===== config.mk =====
export PLATFORM = sky130hd
export DESIGN_NAME = sic_irq_config
export DESIGN_NICKNAME = d
export VERILOG_FILES = /design/src/shared/sic_pkg.sv /design/src/hdl/sic_irq_config.sv /design/src/hdl/sic_source_gate.sv
export SDC_FILE = /design/constraint.sdc
export NUM_CORES = 1
export LEC_CHECK = 0
export BUFFER_PORTS_ARGS = -buffer_cell sky130_fd_sc_hd__buf_2
export CAP_MARGIN = 25
export CORE_MARGIN = 4
export CORE_UTILIZATION = 51
export DETAILED_ROUTE_END_ITERATION = 8
export GPL_ROUTABILITY_DRIVEN = 0
export HOLD_SLACK_MARGIN = 0.03
export PLACE_DENSITY_LB_ADDON = 0.05
export SLEW_MARGIN = 20
export SYNTH_ARGS = -nofsm -noshare
export SYNTH_HDL_FRONTEND = slang
export SYNTH_SLANG_ARGS = --single-unit

===== constraint.sdc =====
create_clock -name clk_in -period 2.5 [get_ports clk_in]
set_input_delay 0.25 -clock clk_in [delete_from_list [all_inputs] [get_ports clk_in]]
set_output_delay 0.25 -clock clk_in [all_outputs]
set_load 0.01 [all_outputs]

===== src/shared/sic_pkg.sv =====
// Package: SFR addresses, field positions, reset values and priority levels
package sic_pkg;
  // SFR addresses in the core's special-function space
  localparam logic [7:0] SFR_SECONDARY_IRQ = 8'hA9;
  localparam logic [7:0] SFR_PIN_CONFIG    = 8'hFF;
  // Reset values
  localparam logic [7:0] SECONDARY_IRQ_RESET = 8'hA0;
  localparam logic [7:0] PIN_CONFIG_RESET    = 8'h00;
  // Secondary interrupt register fields
  localparam int BIT_CLOCK_CALENDAR_PRIO = 6;
  localparam int BIT_SERIAL_PORT_PRIO    = 4;
  localparam int BIT_METERING_EN         = 3;
  localparam int BIT_CLOCK_CALENDAR_EN   = 2;
  localparam int BIT_SUPPLY_MONITOR_EN   = 1;
  localparam int BIT_SERIAL_PORT_EN      = 0;
  // Pin configuration register fields
  localparam int BIT_CAL_OUT_EN   = 7;
  localparam int BIT_CAL_FSEL_HI  = 6;
  localparam int BIT_CAL_FSEL_LO  = 5;
  localparam int BIT_PIN_ONE_HI   = 3;
  localparam int BIT_PIN_ONE_LO   = 1;
  localparam int BIT_PIN_ZERO_EN  = 0;
  localparam logic [7:0] PIN_CONFIG_WMASK = 8'hEF;
  // Calibration select codes
  localparam logic [1:0] CAL_1HZ_LONG    = 2'h0;
  localparam logic [1:0] CAL_512HZ_LONG  = 2'h1;
  localparam logic [1:0] CAL_500HZ_SHORT = 2'h2;
  localparam logic [1:0] CAL_16KHZ_SHORT = 2'h3;
  // Source count and indices
  localparam int NSRC       = 4;
  localparam int SRC_METER  = 0;
  localparam int SRC_CLOCK  = 1;
  localparam int SRC_SUPPLY = 2;
  localparam int SRC_SERIAL = 3;
  // Service levels, running level encoding
  typedef enum logic [1:0] {
    SIC_LVL_NONE,
    SIC_LVL_LOW,
    SIC_LVL_HIGH,
    SIC_LVL_SUPPLY
  } sic_level_t;
endpackage


===== src/hdl/sic_irq_config.sv =====
// Secondary interrupt enables, priorities and interrupt pin configuration
`timescale 1ns/100ps
`default_nettype none
// How it works
// RULE1 - Bit 6 sets clock-calendar priority
// RULE2 - Bit 4 sets serial-port priority
// RULE3 - Bit 3 enables metering interrupt
// RULE4 - Bit 2 enables clock-calendar interrupt
// RULE5 - Bit 1 enables supply-monitor interrupt
// RULE6 - Bit 0 enables serial-port interrupt
// RULE7 - Bit 7 drives calibration output pin
// RULE8 - Bits 6-5 pick calibration frequency, window
// RULE9 - Bits 3-1 configure external pin one
// RULE10 - Bit 0 enables external pin zero
// RULE11 - Global enable gates every source
// RULE12 - Supply monitor alone at top level
// RULE13 - High preempts low, never same level
// RULE14 - Request needs pending, enable, global enable
module sic_irq_config (
  // Clock and reset
  input  wire logic       clk_in,
  input  wire logic       rst_in,
  // SFR access from the core
  input  wire logic [7:0] sfr_addr_in,
  input  wire logic [7:0] sfr_wdata_in,
  input  wire logic       sfr_wr_in,
  output logic      [7:0] sfr_rdata_out,
  output logic            sfr_hit_out,
  // Global enable from the primary enable register
  input  wire logic       global_irq_enable_in,
  // Pending flags: metering, clock calendar, supply monitor, serial port
  input  wire logic [3:0] pending_in,
  // Service handshake with the core
  input  wire logic       irq_ack_in,
  input  wire logic       irq_return_in,
  output logic            irq_req_out,
  output logic      [1:0] irq_src_out,
  output logic      [1:0] irq_level_out,
  output logic      [1:0] active_level_out,
  // Calibration output
  input  wire logic [3:0] cal_tick_in,
  output logic            calibration_output_enable_out,
  output logic            cal_pin_out,
  output logic            cal_long_window_out,
  // External pin configuration
  output logic            ext_pin_one_gpio_out,
  output logic            battery_control_function_out,
  output logic            external_irq_pin_one_en_out,
  output logic            external_irq_pin_zero_en_out
);
  logic [7:0] sec_q;
  logic [7:0] sec_d;
  logic [7:0] pin_q;
  logic [7:0] pin_d;
  logic [1:0] stack_q [0:2];
  logic [1:0] depth_q;
  logic [1:0] depth_d;
  logic       cal_q;
  logic [1:0] src_q;
  logic [1:0] lvl_q;
  logic       req_q;

  // SFR decode
  wire hit_sec = (sfr_addr_in == sic_pkg::SFR_SECONDARY_IRQ);
  wire hit_pin = (sfr_addr_in == sic_pkg::SFR_PIN_CONFIG);
  assign sfr_hit_out = hit_sec | hit_pin;
  assign sfr_rdata_out = hit_sec ? sec_q : (hit_pin ? pin_q : 8'h00);
  assign sec_d = (sfr_wr_in && hit_sec) ? sfr_wdata_in : sec_q;
  assign pin_d = (sfr_wr_in && hit_pin) ? (sfr_wdata_in & sic_pkg::PIN_CONFIG_WMASK) : pin_q;

  always_ff @(posedge clk_in) begin
    if (rst_in) begin
      sec_q <= sic_pkg::SECONDARY_IRQ_RESET;
      pin_q <= sic_pkg::PIN_CONFIG_RESET;
    end else begin
      sec_q <= sec_d;
      pin_q <= pin_d;
    end
  end

  // Per-source enables and priorities
  wire [3:0] src_en;
  wire [3:0] src_high;
  assign src_en[sic_pkg::SRC_METER]    = sec_q[sic_pkg::BIT_METERING_EN];       // RULE3
  assign src_en[sic_pkg::SRC_CLOCK]    = sec_q[sic_pkg::BIT_CLOCK_CALENDAR_EN]; // RULE4
  assign src_en[sic_pkg::SRC_SUPPLY]   = sec_q[sic_pkg::BIT_SUPPLY_MONITOR_EN]; // RULE5
  assign src_en[sic_pkg::SRC_SERIAL]   = sec_q[sic_pkg::BIT_SERIAL_PORT_EN];    // RULE6
  // Metering priority sits in the primary priority register, outside
  assign src_high[sic_pkg::SRC_METER]  = 1'b0;
  assign src_high[sic_pkg::SRC_CLOCK]  = sec_q[sic_pkg::BIT_CLOCK_CALENDAR_PRIO]; // RULE1
  assign src_high[sic_pkg::SRC_SUPPLY] = 1'b0;
  assign src_high[sic_pkg::SRC_SERIAL] = sec_q[sic_pkg::BIT_SERIAL_PORT_PRIO];  // RULE2

  wire [3:0] req;
  wire [3:0] req_hi;
  wire [3:0] req_lo;
  genvar g;
  generate
    for (g = 0; g < sic_pkg::NSRC; g++) begin : g_src
      sic_source_gate u_gate (
        .pending_in   (pending_in[g]),
        .enable_in    (src_en[g]),
        .global_en_in (global_irq_enable_in), // RULE11
        .high_prio_in (src_high[g]),
        .req_out      (req[g]),
        .req_high_out (req_hi[g]),
        .req_low_out  (req_lo[g])
      );
    end
  endgenerate

  // Winner: supply monitor, then high, then low; lowest index polls first
  wire sup_req = req[sic_pkg::SRC_SUPPLY];                        // RULE12
  wire [3:0] hi_nosup = req_hi;
  wire [3:0] lo_nosup = req_lo & ~(4'h1 << sic_pkg::SRC_SUPPLY);
  wire [3:0] pick = (|hi_nosup) ? hi_nosup : lo_nosup;           // RULE13
  wire [1:0] pick_src = pick[0] ? 2'h0 : (pick[1] ? 2'h1 : (pick[2] ? 2'h2 : 2'h3));
  wire [1:0] win_src = sup_req ? 2'(sic_pkg::SRC_SUPPLY) : pick_src;
  wire [1:0] win_lvl = sup_req ? sic_pkg::SIC_LVL_SUPPLY :
                       ((|hi_nosup) ? sic_pkg::SIC_LVL_HIGH :
                       ((|lo_nosup) ? sic_pkg::SIC_LVL_LOW : sic_pkg::SIC_LVL_NONE));
  wire [1:0] run_lvl = (depth_q == 2'h0) ? sic_pkg::SIC_LVL_NONE : stack_q[depth_q - 2'h1];
  // Only a strictly higher level may preempt the running routine
  wire       may_take = (win_lvl > run_lvl);                     // RULE13
  wire       take = req_q & irq_ack_in;

  always_comb begin
    depth_d = depth_q;
    if (take && depth_q != 2'h3) begin
      depth_d = depth_q + 2'h1;
    end else if (irq_return_in && depth_q != 2'h0) begin
      depth_d = depth_q - 2'h1;
    end
  end

  always_ff @(posedge clk_in) begin
    if (rst_in) begin
      depth_q <= 2'h0;
      req_q   <= 1'b0;
      src_q   <= 2'h0;
      lvl_q   <= sic_pkg::SIC_LVL_NONE;
    end else begin
      depth_q <= depth_d;
      req_q   <= may_take & ~take; // RULE14
      src_q   <= win_src;
      lvl_q   <= win_lvl;
    end
  end

  always_ff @(posedge clk_in) begin
    if (rst_in) begin
      stack_q[0] <= sic_pkg::SIC_LVL_NONE;
      stack_q[1] <= sic_pkg::SIC_LVL_NONE;
      stack_q[2] <= sic_pkg::SIC_LVL_NONE;
    end else if (take && depth_q != 2'h3) begin
      stack_q[depth_q] <= lvl_q;
    end
  end

  assign irq_req_out      = req_q;
  assign irq_src_out      = src_q;
  assign irq_level_out    = lvl_q;
  assign active_level_out = run_lvl;

  // Calibration output
  wire [1:0] fsel = pin_q[sic_pkg::BIT_CAL_FSEL_HI:sic_pkg::BIT_CAL_FSEL_LO]; // RULE8
  wire       cal_src = cal_tick_in[fsel];
  always_ff @(posedge clk_in) begin
    if (rst_in) begin
      cal_q <= 1'b0;
    end else begin
      cal_q <= pin_q[sic_pkg::BIT_CAL_OUT_EN] & cal_src; // RULE7
    end
  end
  assign calibration_output_enable_out = pin_q[sic_pkg::BIT_CAL_OUT_EN];
  assign cal_pin_out = cal_q;
  assign cal_long_window_out = (fsel == sic_pkg::CAL_1HZ_LONG) ||
                               (fsel == sic_pkg::CAL_512HZ_LONG); // RULE8

  // External pin functions
  wire [2:0] p1 = pin_q[sic_pkg::BIT_PIN_ONE_HI:sic_pkg::BIT_PIN_ONE_LO];
  assign ext_pin_one_gpio_out         = (p1[1:0] == 2'h0);   // RULE9
  assign battery_control_function_out = (p1[1:0] == 2'h1);   // RULE9
  assign external_irq_pin_one_en_out  = (p1[2:1] == 2'h3);   // RULE9
  assign external_irq_pin_zero_en_out = pin_q[sic_pkg::BIT_PIN_ZERO_EN]; // RULE10
endmodule
`default_nettype wire


===== src/hdl/sic_source_gate.sv =====
// Per-source request gating and priority sort
`timescale 1ns/100ps
`default_nettype none
module sic_source_gate (
  // Source state
  input  wire logic pending_in,
  input  wire logic enable_in,
  input  wire logic global_en_in,
  input  wire logic high_prio_in,
  // Gated requests
  output logic      req_out,
  output logic      req_high_out,
  output logic      req_low_out
);
  assign req_out      = pending_in & enable_in & global_en_in; // RULE14
  assign req_high_out = req_out & high_prio_in;
  assign req_low_out  = req_out & ~high_prio_in;
endmodule
`default_nettype wire


==> results.ini <==
[global_route]
overflow = 0
grt_pass1_vias = 1430
grtUsageTotal_pct = 19.78
grt_start_max_net_pins = 37
grt_first_pass_wirelength_mm = 6.492
antenna_found_initial = 0

[routing]
vias_per_cell = 5.390
dr.pass1.iters = 4
drt_iter0_markers = 76
wl_mm = 3.851
wl_per_cell_um = 14.32
drc_errors = 0
antenna_left = 0
num_vias = 1450

[power]
powerDensity_nw_per_um2 = 593.7
leakagePower_nw = 0.8891
irDropWorstVdd_uv = 399.1

[clock_tree]
cts_tree = done
clk_latency_ps = 320
clockBufferDepth = 2
numCtsBuffers = 5
path_clk_slew_ps = 90
postCtsSetupBuffers = 0
root_buffer = clkbuf_4
cts_sinks = 31
cts_resized = 0
holdBufCountCts = 0
htree_levels = 2

[synthesis]
synth_compound_area_share_pct = 12.05
ys_warn_count = 0
synth_top_family_by_area = simple AND/OR/NAND/NOR gates
synth_area_um2 = 1703
synthSimpleGateAreaFrac_pct = 26.52
synth_cells = 173
post_synth_num_cell_types = 39
synth_seq_cells = 31
synthMuxAreaShare_pct = 11.32
synth-seq-area-share_pct = 41.15
synth_xor_area_share_pct = 0
synthAdderAreaFrac_pct = 4.409
synth_area_leaders = dfxtp_1 (27%), edfxtp_1 (14%), mux2i_1 (10%), nand2b_1 (8.4%), ha_1 (4.4%)
avgSynthCellArea_um2 = 9.843
synth_area_leader_cell = dfxtp_1
synth.top_cell.area_share_pct = 27.04

[floorplan]
start_util_pct = 54.44
die_h_um = 65.79
die_area_um2 = 4328
io_pins = 53
core_region_area_um2 = 3128
num_rows = 20
die_x_um = 65.79

[worst_setup_path]
crit_path_end_kind = flip-flop
required_ps = 2770
critical_path_class = reg -> reg
crit_fanout = 9
r2r_cells = 8
startpoint_type = flip-flop
cp.arrival_ps = 2500

[placement]
pre_cts_ws_ps = 167.2
io_buffers = 52
detailedPlacementHpwl_mm = 2.958

[timing]
worst_slew_pin_slew_ps = 506.7
slew_headroom_pct = 66.22
fin_tns_setup_ps = 0
min_period_ps = 2237
finalHoldViolCount = 0
finClkSkew_ps = 2.155
rsz0062_at_grt = false
post-route-period-util_pct = 89.48
setup_slack_ps = 263.0
setup_violations = 0
slew_violations = 0
max_freq_mhz = 447.0

[finish]
n_antenna_cell = 0
areaGrowthSynthToFinish_pct = 19.84
layout_commonest_cell = buf_2
layout_common_cells = buf_2 (52), nand2b_1 (23), dfxtp_1 (22)
fillers = 269
nets = 260
multiInputGateArea_um2 = 932.1
regArea_um2 = 701.9
drive_gt1_share_pct = 29.33

[outcome]
status = finished clean

[worst_hold_path]
min_path_cells = 2
hold_class = in -> reg

[run]
maxCapViolCount = 0

-- cell families after synthesis --
logic type	after synthesis
AOI/OAI and AO/OA	28
other	1
and+or+nand+nor	75
buffers and inverters	14
adders and majority gates	6
muxes	18
DFF	31
-- worst paths after layout --
path                 start             end  slack, ps
min          pending_in[0]  irq_src_out[0]        170
min reg2reg       pin_q[3]        pin_q[3]        500
max             depth_q[0]     irq_req_out        260
max reg2reg     depth_q[0]     irq_req_out        260
-- cell usage after synthesis --
library cell  count
a21oi_1           4
ha_1              6
conb_1            1
nand3_4           1
inv_1             4
o21ai_0           1
a211oi_1          4
and4_1            3
nand3b_1          3
a22oi_1           7
nor3_1            2
a221o_1           1
and3_4            1
nand2b_1         23
and3b_1           1
a211o_1           1
nor4_2            1
nand4_1           1
o211ai_1          1
nor2_1           17
and4_4            1
mux2i_1          17
o21a_1            2
buf_6             2
clkbuf_1          5
nand3_1           1
nor2b_1           5
dfxtp_1          23
a22o_1            1
buf_4             1
and3_1            9
mux4_2            1
buf_2             2
and2_1            1
nand2_1           5
a41oi_1           2
edfxtp_1          8
a21o_1            3
a21boi_0          1
-- stage by stage --
step,std cells,total power (W),cell area [um^2],utilization [%],hold WS [ps]
finish,269,0.001212,2041,65.24,166.3
CTS,269,0.001222,2039,65.20,152.0
global route,269,0.001286,2041,65.24,183.0
detailed placement,261,0.0008900,1971,63.00,494.1
global placement,261,0.0008645,1971,63.00,475.4
floorplan,174,0.0007974,1707,-,380.7
-- where the power goes --
| group | leakage [nW] | internal, W | switching, W |
|---|---|---|---|
| sequential | 0.269 | 0.000542 | 0.0000331 |
| combinational | 0.581 | 0.000141 | 0.000167 |
| clock | 0.0386 | 0.000165 | 0.000163 |
| total | 0.889 | 0.000849 | 0.000363 |
-- sequential cells by signal, indices dropped and copies added, names as in the netlist --
register	cells
irq_req_out	1
cal_pin_out	1
irq_level_out	2
pin_q	7
sec_q	8
depth_q	2
stack_q	8
irq_src_out	2
-- worst max-delay path, stage by stage, from the launching register on --
cell and delay [ps]:
dfxtp_2 440, inv_1 100, ha_1 390, nor2b_1 170, a211oi_1 90, a211o_1 290, ha_1 310, a221o_1 320
nor2_1 80
-- final cells by class --
| class | count | area share, % |
|---|---|---|
| flip-flops and latches | 31 | 34.40 |
| inverters | 4 | 0.7357 |
| multi-input cells | 129 | 45.68 |
| clock buffers | 8 | 3.372 |
| well taps | 44 | 2.698 |
| repair buffers | 53 | 13.12 |
-- routing by layer --
metal	GRT usage [%]	vias to the layer above	share of wire, %
met5	0	-	0
li1	-	719	-
met3	6.122	4	8.0
met2	32.92	52	46
met4	6.736	0	0.73
met1	24.02	675	45
Power figures use the tool's default switching activity.
